### src/uav_pkg.sv
package uav_pkg;

    // ==============================
    // register map (byte addresses, one 32-bit word each)
    // ==============================
    localparam logic [4:0]  UAV_ADDR_SETUP     = 5'h00;
    localparam logic [4:0]  UAV_ADDR_USB_STAT  = 5'h04;
    localparam logic [4:0]  UAV_ADDR_USB_MASK  = 5'h08;
    localparam logic [4:0]  UAV_ADDR_FIFO_STAT = 5'h0C;
    localparam logic [4:0]  UAV_ADDR_FIFO_MASK = 5'h10;
    localparam logic [4:0]  UAV_ADDR_VECTORS   = 5'h14;

    // ==============================
    // interrupt_setup_register fields and reset values
    // ==============================
    localparam int          UAV_SETUP_USB_AV_BIT  = 0;
    localparam int          UAV_SETUP_FIFO_AV_BIT = 1;
    localparam int          UAV_SETUP_LIMIT_LSB   = 8;
    localparam int          UAV_LIMIT_W           = 4;
    localparam logic [31:0] UAV_SETUP_RST         = 32'h0000_0000;
    localparam logic [31:0] UAV_MASK_RST          = 32'h0000_0000;
    localparam logic [31:0] UAV_SETUP_WMASK       = 32'h0000_0F03;

    // ==============================
    // source counts, slot layout and vector coding
    // ==============================
    localparam int          UAV_USB_SLOTS   = 32;
    localparam int          UAV_FIFO_SRCS   = 14;
    // slots 14,1C,44,68,6C have no source: 27 live slots remain
    localparam logic [31:0] UAV_USB_LIVE    = 32'hF3FD_FF5F;
    localparam logic [13:0] UAV_FIFO_LIVE   = 14'h3FFF;
    localparam int          UAV_SLOT_IN_NAK = 16;
    localparam int          UAV_SLOT_ERRLIM = 24;
    localparam logic [7:0]  UAV_USB_VEC_BASE  = 8'h00;
    localparam logic [7:0]  UAV_FIFO_VEC_BASE = 8'h80;

    // ==============================
    // jump-table fetch addresses
    // ==============================
    localparam logic [15:0] UAV_USB_JUMP_ADDR  = 16'h0043;
    localparam logic [15:0] UAV_USB_PAGE_ADDR  = 16'h0044;
    localparam logic [15:0] UAV_USB_VEC_ADDR   = 16'h0045;
    localparam logic [15:0] UAV_FIFO_JUMP_ADDR = 16'h0053;
    localparam logic [15:0] UAV_FIFO_PAGE_ADDR = 16'h0054;
    localparam logic [15:0] UAV_FIFO_VEC_ADDR  = 16'h0055;

    // ==============================
    // bus slave states
    // ==============================
    typedef enum logic [1:0] {
        UAV_BUS_IDLE = 2'b01,
        UAV_BUS_ACK  = 2'b10
    } uav_bus_state_t;

endpackage

### src/uav_prio_enc.sv
`timescale 1ns/1ps

// =============================================================
// fixed-priority encoder: lowest set index wins
// =============================================================
module uav_prio_enc #(
    parameter int W  = 32,
    parameter int IW = 5
) (
    // request vector, bit 0 highest priority
    input  wire logic [W-1:0]  req,
    // winner
    output logic      [IW-1:0] idx,
    output logic               any
);

    // scan downward so the last hit is the lowest index
    always_comb begin
        idx = '0;
        any = 1'b0;
        for (int i = W - 1; i >= 0; i--) begin
            if (req[i]) begin
                idx = IW'(i);
                any = 1'b1;
            end
        end
    end

endmodule // uav_prio_enc

### src/uav_top.sv
`timescale 1ns/1ps

// Notes on behaviour
// - autovector usb (27) and fifo (14) shared interrupts
// - usb interrupt jumps to 0x0043 handler
// - usb enable substitutes vector at 0x0045
// - fixed priorities, highest pending source wins
// - usb codes 00,04,08,0C,10 for setup/bus
// - codes 18..2C for control and ep0/ep1
// - buffer events ep2..ep8 give 30..3C
// - in bulk nak raises code 40
// - ping nak codes 48..5C
// - error limit exceeded raises code 60
// - iso pid errors give 70..7C
// - fifo codes 80..8C, 90..9C, A0..AC, B0, B4
// - fifo enable substitutes vector at 0x0055
module uav_top (
    // clock and reset
    input  wire logic        mclk,
    input  wire logic        sys_rst,
    // avalon-mm slave
    input  wire logic [4:0]  avs_address,
    input  wire logic        avs_read,
    input  wire logic        avs_write,
    input  wire logic [31:0] avs_writedata,
    input  wire logic [3:0]  avs_byteenable,
    output logic      [31:0] avs_readdata,
    output logic             avs_waitrequest,
    // event pulses from the usb engine, one per vector slot
    input  wire logic [31:0] usb_events,
    input  wire logic [4:0]  in_nak_ep,
    input  wire logic        bus_error,
    // event pulses from fifos and waveform engine
    input  wire logic [13:0] fifo_events,
    // core instruction fetch
    input  wire logic        fetch_req,
    input  wire logic [15:0] fetch_addr,
    input  wire logic [7:0]  fetch_mem_data,
    output logic      [7:0]  fetch_data,
    output logic             fetch_valid,
    // interrupt lines to the core
    output logic             usb_shared_interrupt,
    output logic             fifo_shared_interrupt,
    output logic             irq
);
    import uav_pkg::*;

    // ==============================
    // state
    // ==============================
    logic [31:0]                setup_reg;
    logic [31:0]                usb_stat_reg;
    logic [31:0]                usb_mask_reg;
    logic [13:0]                fifo_stat_reg;
    logic [13:0]                fifo_mask_reg;
    logic [UAV_LIMIT_W-1:0]     err_cnt_reg;
    logic [7:0]                 usb_vector_byte;
    logic [7:0]                 fifo_vector_byte;
    uav_bus_state_t             bus_state_reg;
    logic [31:0]                usb_set;
    logic [13:0]                fifo_set;
    logic [31:0]                usb_pend;
    logic [13:0]                fifo_pend;
    logic [4:0]                 usb_idx;
    logic [3:0]                 fifo_idx;
    logic                       usb_any;
    logic                       fifo_any;
    logic                       wr_go;
    logic [31:0]                wmask;
    logic                       err_hit;
    logic [UAV_LIMIT_W-1:0]     err_limit;
    logic                       usb_av_en;
    logic                       fifo_av_en;

    // w1c update; a new event in the clear cycle survives
    function automatic logic [31:0] w1c(input logic [31:0] cur,
                                        input logic [31:0] clr,
                                        input logic [31:0] set);
        return (cur & ~clr) | set;
    endfunction

    // ==============================
    // avalon slave: one wait cycle, then answer
    // ==============================
    assign avs_waitrequest = (avs_read | avs_write) && (bus_state_reg != UAV_BUS_ACK);
    assign wr_go           = avs_write && (bus_state_reg == UAV_BUS_ACK);
    assign wmask           = {{8{avs_byteenable[3]}}, {8{avs_byteenable[2]}},
                              {8{avs_byteenable[1]}}, {8{avs_byteenable[0]}}};

    // handshake sequencer
    always_ff @(posedge mclk) begin
        if (sys_rst) begin
            bus_state_reg <= UAV_BUS_IDLE;
        end else begin
            case (bus_state_reg)
                UAV_BUS_IDLE: begin
                    if (avs_read | avs_write) begin
                        bus_state_reg <= UAV_BUS_ACK;
                    end
                end
                UAV_BUS_ACK: begin
                    bus_state_reg <= UAV_BUS_IDLE;
                end
                default: begin
                    bus_state_reg <= UAV_BUS_IDLE;
                end
            endcase
        end
    end

    // read data is loaded in the wait cycle so it stands at the answer edge
    always_ff @(posedge mclk) begin
        if (sys_rst) begin
            avs_readdata <= 32'h0000_0000;
        end else if (avs_read && bus_state_reg == UAV_BUS_IDLE) begin
            case (avs_address)
                UAV_ADDR_SETUP:     avs_readdata <= setup_reg;
                UAV_ADDR_USB_STAT:  avs_readdata <= usb_stat_reg;
                UAV_ADDR_USB_MASK:  avs_readdata <= usb_mask_reg;
                UAV_ADDR_FIFO_STAT: avs_readdata <= {18'h0_0000, fifo_stat_reg};
                UAV_ADDR_FIFO_MASK: avs_readdata <= {18'h0_0000, fifo_mask_reg};
                UAV_ADDR_VECTORS:   avs_readdata <= {14'h0000, fifo_any, usb_any,
                                                     fifo_vector_byte, usb_vector_byte};
                default:            avs_readdata <= 32'h0000_0000;
            endcase
        end
    end

    // ==============================
    // setup and mask registers
    // ==============================
    always_ff @(posedge mclk) begin
        if (sys_rst) begin
            setup_reg <= UAV_SETUP_RST;
        end else if (wr_go && avs_address == UAV_ADDR_SETUP) begin
            setup_reg <= (setup_reg & ~(wmask & UAV_SETUP_WMASK))
                       | (avs_writedata & wmask & UAV_SETUP_WMASK);
        end
    end

    // masks only cover live sources, so reserved slots can never pend
    always_ff @(posedge mclk) begin
        if (sys_rst) begin
            usb_mask_reg  <= UAV_MASK_RST;
            fifo_mask_reg <= UAV_MASK_RST[13:0];
        end else if (wr_go) begin
            if (avs_address == UAV_ADDR_USB_MASK) begin
                usb_mask_reg <= ((usb_mask_reg & ~wmask) | (avs_writedata & wmask))
                              & UAV_USB_LIVE;
            end
            if (avs_address == UAV_ADDR_FIFO_MASK) begin
                fifo_mask_reg <= ((fifo_mask_reg & ~wmask[13:0])
                               | (avs_writedata[13:0] & wmask[13:0])) & UAV_FIFO_LIVE;
            end
        end
    end

    assign usb_av_en  = setup_reg[UAV_SETUP_USB_AV_BIT];
    assign fifo_av_en = setup_reg[UAV_SETUP_FIFO_AV_BIT];
    assign err_limit  = setup_reg[UAV_SETUP_LIMIT_LSB +: UAV_LIMIT_W];

    // ==============================
    // bus error counter
    // ==============================
    // counter restarts after each hit so a burst keeps raising the source
    assign err_hit = bus_error && (err_cnt_reg >= err_limit);

    always_ff @(posedge mclk) begin
        if (sys_rst) begin
            err_cnt_reg <= '0;
        end else if (err_hit) begin
            err_cnt_reg <= '0;
        end else if (bus_error) begin
            err_cnt_reg <= err_cnt_reg + 1'b1;
        end
    end

    // ==============================
    // sticky status
    // ==============================
    // slot n of usb_events carries the source with vector 4*n
    always_comb begin
        usb_set                  = usb_events & UAV_USB_LIVE;
        usb_set[UAV_SLOT_IN_NAK] = usb_events[UAV_SLOT_IN_NAK] | (|in_nak_ep);
        usb_set[UAV_SLOT_ERRLIM] = usb_events[UAV_SLOT_ERRLIM] | err_hit;
        fifo_set                 = fifo_events & UAV_FIFO_LIVE;
    end

    always_ff @(posedge mclk) begin
        if (sys_rst) begin
            usb_stat_reg <= 32'h0000_0000;
        end else begin
            usb_stat_reg <= w1c(usb_stat_reg,
                (wr_go && avs_address == UAV_ADDR_USB_STAT) ? avs_writedata & wmask
                                                            : 32'h0000_0000,
                usb_set);
        end
    end

    always_ff @(posedge mclk) begin
        if (sys_rst) begin
            fifo_stat_reg <= 14'h0000;
        end else begin
            fifo_stat_reg <= (fifo_stat_reg & ~(wr_go && avs_address == UAV_ADDR_FIFO_STAT
                             ? avs_writedata[13:0] & wmask[13:0] : 14'h0000)) | fifo_set;
        end
    end

    // ==============================
    // vector selection
    // ==============================
    assign usb_pend  = usb_stat_reg & usb_mask_reg;
    assign fifo_pend = fifo_stat_reg & fifo_mask_reg;

    uav_prio_enc #(.W(UAV_USB_SLOTS), .IW(5)) u_usb_enc (
        .req (usb_pend),
        .idx (usb_idx),
        .any (usb_any)
    );

    uav_prio_enc #(.W(UAV_FIFO_SRCS), .IW(4)) u_fifo_enc (
        .req (fifo_pend),
        .idx (fifo_idx),
        .any (fifo_any)
    );

    // vector is four times the slot index above each base
    assign usb_vector_byte  = UAV_USB_VEC_BASE  | {1'b0, usb_idx, 2'b00};
    assign fifo_vector_byte = UAV_FIFO_VEC_BASE | {2'b00, fifo_idx, 2'b00};

    // level interrupts toward the core
    assign usb_shared_interrupt  = usb_any;
    assign fifo_shared_interrupt = fifo_any;
    assign irq                   = usb_any | fifo_any;

    // ==============================
    // fetch substitution
    // ==============================
    // only the low vector byte is replaced; jump opcode and page come from memory
    always_ff @(posedge mclk) begin
        if (sys_rst) begin
            fetch_data  <= 8'h00;
            fetch_valid <= 1'b0;
        end else begin
            fetch_valid <= fetch_req;
            if (fetch_req) begin
                if (usb_av_en && fetch_addr == UAV_USB_VEC_ADDR) begin
                    fetch_data <= usb_vector_byte;
                end else if (fifo_av_en && fetch_addr == UAV_FIFO_VEC_ADDR) begin
                    fetch_data <= fifo_vector_byte;
                end else begin
                    fetch_data <= fetch_mem_data;
                end
            end
        end
    end
endmodule // uav_top

### config.mk
export PLATFORM = sky130hd
export DESIGN_NAME = uav_top
export DESIGN_NICKNAME = d
export VERILOG_FILES = /design/src/uav_pkg.sv /design/src/uav_prio_enc.sv /design/src/uav_top.sv
export SDC_FILE = /design/constraint.sdc
export NUM_CORES = 1
export LEC_CHECK = 0
export ABC_CLOCK_PERIOD_IN_PS = 2900
export BUFFER_PORTS_ARGS = -buffer_cell sky130_fd_sc_hd__buf_2
export CAP_MARGIN = 5
export CORE_MARGIN = 10
export CORE_UTILIZATION = 50
export DETAILED_ROUTE_END_ITERATION = 7
export PLACE_DENSITY = 0.83
export SLEW_MARGIN = 25
export SYNTH_ARGS = -nofsm -noshare
export SYNTH_HDL_FRONTEND = slang
export SYNTH_SLANG_ARGS = --single-unit
### constraint.sdc
create_clock -name mclk -period 2.9 [get_ports mclk]
set_input_delay 0.435 -clock mclk [delete_from_list [all_inputs] [get_ports mclk]]
set_output_delay 0.435 -clock mclk [all_outputs]
set_load 0.02 [all_outputs]
# After elaboration in Yosys (flattened, before gate mapping)
# Index checks and enable logic that the tools add are counted.
word_totals:
  out_inout_bits: 45
  regBits: 166
  in_bits: 122
classes:
  add_sub_neg: 1
  n_eq_ne: 10
  bitwise_logic: 24
  reduce_logical: 15
  mux: 97
  magnitude_cmp: 1
op_table:
  columns: ["operator", "n"]
  rows:
  - ["one-hot mux 32 bit (6 select lines)", 1]
  - ["bitwise AND 32 bit", 5]
  - ["2-to-1 mux 5 bit", 32]
  - ["NOT 32 bit", 2]
  - ["OR 32 bit", 2]
  - ["bitwise AND 14 bit", 4]
  - ["2-to-1 mux 4 bit", 14]
  - ["2-to-1 mux 1 bit", 46]
  - ["== test 16 x 7 -> 1 bit, second input constant", 2]
  - ["2-to-1 mux 32 bit", 1]
  - ["NOT 12 -> 32 bit", 1]
  - ["OR 32 x 12 -> 32 bit", 1]
  - ["NOT 14 bit", 2]
  - ["OR 14 bit", 2]
  - ["2-to-1 mux 8 bit", 2]
  - ["2-to-1 mux 14 bit", 1]
  - ["== test 5 x 4 -> 1 bit, second input constant", 2]
  - ["== test 5 bit, second input constant", 2]
  - ["logical AND 1 bit", 9]
  - ["== test 5 x 3 -> 1 bit, second input constant", 1]
  - ["zero test 5 bit", 1]
  - ["OR reduction 5 bit", 1]
  - ["adder 4 x 1 -> 4 bit, second input constant", 1]
  - [">= comparator 4 bit", 1]
  - ["other kinds (7)", 12]

# Logic depth before layout (Yosys ltp)
depth:
  depth_word: 34
  mapped_depth: 10
  ltp_nobuf: 8

# By module
# Synthesis repeated with hierarchy kept, for this count alone.
unflattened:
  hier_cells: 824
  area_unflattened_um2: 6756.5
modules_own_cells:
  columns: ["module", "instances", "cells_per_inst", "area_each_um2"]
  rows:
  - ["uav_top", 1, 733, 6217.2]
  - ["uav_prio_enc at u_usb_enc", 1, 65, 370.4]
  - ["uav_prio_enc at u_fifo_enc", 1, 26, 168.9]

# Worst setup path after synthesis
# Ideal clock, no wire load.
synth_path:
  path_kind: "reg-to-output"
  start: "register usb_stat_reg[15]"
  end: "output irq"
  path_stages_with_launch: 5
  setup_slack_ns: 0.915
  path_buffers: 0
  arrival_ns: 1.550
  required_ns: 2.465
  cell_sequence: "dfxtp_1 -> a22o_1 -> nor4_2 -> nand4_1 -> nand2b_1"
synth_via:
  elab_chain_cells: 18
synth_rtl:
  columns: ["element", "line_no", "rtl"]
  rows:
  - ["from (decl)", "uav_top.sv:52", "logic [31:0] usb_stat_reg;"]
  - ["from (signal assigned)", "uav_top.sv:193", "usb_stat_reg <= w1c(usb_stat_reg,"]
  - ["bitwise AND 32 bit", "uav_top.sv:212", "assign usb_pend = usb_stat_reg & usb_mask_reg;"]
  - ["2-to-1 mux 1 bit (16 in a row)", "uav_prio_enc.sv:22", "if (req[i]) begin"]
  - ["via usb_shared_interrupt", "uav_top.sv:42", "output logic usb_shared_interrupt,"]
  - ["OR 1 bit", "uav_top.sv:234", "assign irq = usb_any | fifo_any;"]
  - ["to (decl)", "uav_top.sv:44", "output logic irq"]
# The timed path passes the listed nets, and every way through them passes these cells.

# Worst setup path in the final report
layout_path:
  start: "register usb_stat_reg[19]"
  end: "output irq"
layout_via:
  elab_chain_cells: 22
layout_rtl:
  columns: ["element", "line_no"]
  rows:
  - ["bitwise AND 32 bit", "uav_top.sv:212"]
  - ["2-to-1 mux 1 bit (20 in a row)", "uav_prio_enc.sv:22"]
  - ["OR 1 bit", "uav_top.sv:234"]
# No other way between the ends.

==> run metrics <==
Synth Area in Compound Gates 0.2318; Final HPWL DP 16360 um; met1 usage 0.2859; first-pass GRT wire length 34250 um; first drt pass iteration count 6; Clk pwr share 0.459; VDD IR max 0.4005 mV; number of synthesized register bits 140; die area 18450 um^2; number of global-route vias before repair 6702; Critical Path End Type output pin; Slew Viols, Final 0; Die Y 135.8 um; Critical Path RT 2.47 ns; Post-synth ARST share 0; CTS max path bufs 2; DRC 0; Buffers on Ports 161; clk_skew 0.006700 ns; via count 6954; Net Sw Frac 0.2437; Register Area 2803 um^2; simple-gate share of the synthesized area 0.2393; crit start category flop; Worst Setup SP usb_stat_reg[19]; Final Hold Viols 0; met3 usage 0.06827; antenna-violating nets left 0; non-filler cells in the finished layout 1167; FF-to-FF setup slack 0.96 ns; Critical R2R Launch fifo_stat_reg[3]; most common cell in the netlist dfxtp_1; Post-synth EDFFs 0; Crit Path Class flop to output pin; post-synth top area cell dfxtp_1; max-slew headroom at the worst pin 0.5101; main combinational cell family by area after synthesis simple AND/OR/NAND/NOR gates; Inst Count DP 1133; Clock Latency Late Sink 0.42 ns; Initial DRC Count 729; Hold Buf Count CTS 0; fmax 388.4 MHz; share of cells above drive strength 1 0.2227; Yosys warning count 0; CTS H-Tree Depth 4; post-synthesis sequential area ratio 0.4178; max cap viols 0; Rows 42; multi-input logic area 3647 um^2; top cells by area, synth dfxtp_1 (42%), a21oi_1 (8.5%), nand2_1 (7.3%); Post-Synth XOR/XNOR Area 0.003916; Slew @ Worst Pin 0.7348 ns; Yosys top cell area share 0.4178; Core ar. 13190 um^2; CP endpoint irq; die extent in x 135.8 um; clk slew on worst S/H paths 0.06 ns; Sequential Power Share 0.468; Post-Synth Adder-Cell Area 0.009325; Post-layout nets 1103; Synth top cells by count dfxtp_1 (140), nand2_1 (131), a21oi_1 (114); Psw 1.063 mW; Finished Core Util 0.6193; Main synth FF type dfxtp_1; Mapped Cells 830; Syn Nets 957; fill cell count 1137; min Tclk post-route 2.575 ns; syn avg cell area 8.083 um^2; Leak 3.383 nW; Hold/Removal Path Class input pin to flop; CP Data Arrival Time 2.14 ns; post-CTS sizing 0; final period utilization 0.8879; CTS tree yes; GP Congestion 0.9853; largest net degree at the start of global routing 72; GRT Max-Usage Layer met2; hold path depth 2; post-synthesis mux area share 0.05931; PwrDens 534.2 nW/um^2; Synth cell types 75; DR WL/cell 18.69 um; Global Route met2 Usage 0.3683; post-CTS repair timing setup buffer count 0; initial antenna violation count 3; P&R area growth vs syn 21.76%; status complete, no violations; reg2reg end fetch_data[5]; clk sinks 140; aggregate global-route resource usage 0.2301; mapped cell area 6709 um^2; global route overflow 0; Comb power frac 0.073; Fin Setup TNS 0 ns; RSZ-0062 raised after global routing false; CTS Root Cell clkbuf_16; final setup violating endpoints 0; Int Pwr 3.301 mW; crit path max fanout 4; vias per cell 5.959; R2R depth 6; CTS Buf Count 17; I/O pin cnt 167; DRT Wirelength 21810 um; Starting Density 0.5086
[routing by layer]
layer / vias to the layer above / part of all wire
li1: 3281 / -
met1: 3243 / 0.42
met2: 389 / 0.46
met3: 41 / 0.10
met4: 0 / 0.026
met5: - / 0
[critical path, cell delays in order, from the launching register on]
cell,delay [ns]
dfxtp_1,0.34
a22oi_1,0.36
nand4_1,0.25
nor2_1,0.15
nand4_1,0.22
nand2b_1,0.24
buf_2,0.17
[cells by family after synthesis]
logic type	Yosys count
compound gates	236
xor+xnor	3
fa+ha+maj	5
buf+inv	58
flops	140
mux	39
simple gates	349
[worst min-delay path by stage]
stage / startpoint / slack (ns) / end
global placement: avs_readdata[10] / 0.42 / avs_readdata[10]
floorplan: usb_stat_reg[5] / 0.43 / usb_stat_reg[5]
global route: avs_writedata[27] / 0.19 / usb_stat_reg[27]
detailed placement: avs_readdata[10] / 0.43 / avs_readdata[10]
finish: avs_writedata[27] / 0.19 / usb_stat_reg[27]
CTS: avs_writedata[27] / 0.17 / usb_stat_reg[27]
[metrics by stage]
stage	area [um^2]	power [mW]	hold WS [ns]	setup slack [ns]
2_1_floorplan	6709	2.221	0.4262	0.9152
3_3_place_gp	7617	2.385	0.4210	0.6203
3_5_place_dp	7617	2.395	0.4311	0.5704
4_1_cts	8162	4.380	0.1713	0.3653
5_1_grt	8167	4.502	0.1910	0.1955
6_report	8169	4.364	0.1855	0.3250
[cell usage in the layout, fill, tap and decap left out, types with 5 or more instances in the layout]
| cell type | instances |
|---|---|
| and2_1 | 9 |
| clkbuf_16 | 17 |
| a22o_1 | 9 |
| dfxtp_1 | 140 |
| mux2i_1 | 33 |
| nand2b_1 | 14 |
| buf_4 | 14 |
| and3_1 | 11 |
| o21ai_0 | 12 |
| inv_1 | 10 |
| buf_2 | 160 |
| a22oi_1 | 40 |
| nand3_1 | 35 |
| a32o_1 | 5 |
| ha_1 | 5 |
| a21oi_1 | 114 |
| a222oi_1 | 5 |
| nor2_1 | 113 |
| nand4_1 | 10 |
| mux2_2 | 5 |
| nand2_1 | 131 |
[power groups by stage]
stage                     Combinational [mW]  Clock (mW)  Sequential [mW]
after floorplan                        0.154           0             2.07
final                                  0.318        2.00             2.04
after global placement                 0.306           0             2.08
after global routing                   0.347        2.11             2.05
after CTS                              0.314        2.02             2.04
after detailed placement               0.313           0             2.08
[layout make-up]
| type | count | area share |
|---|---|---|
| Multi-Input combinational cell | 632 | 0.4465 |
| Antenna cell | 3 | 0.0009190 |
| Clock buffer | 21 | 0.05514 |
| Clock inverter | 10 | 0.01149 |
| Tap cell | 176 | 0.02696 |
| Inverter | 11 | 0.005054 |
| Sequential cell | 140 | 0.3431 |
| Timing Repair Buffer | 174 | 0.1109 |
No activity file was read; power rests on OpenSTA's default activity.
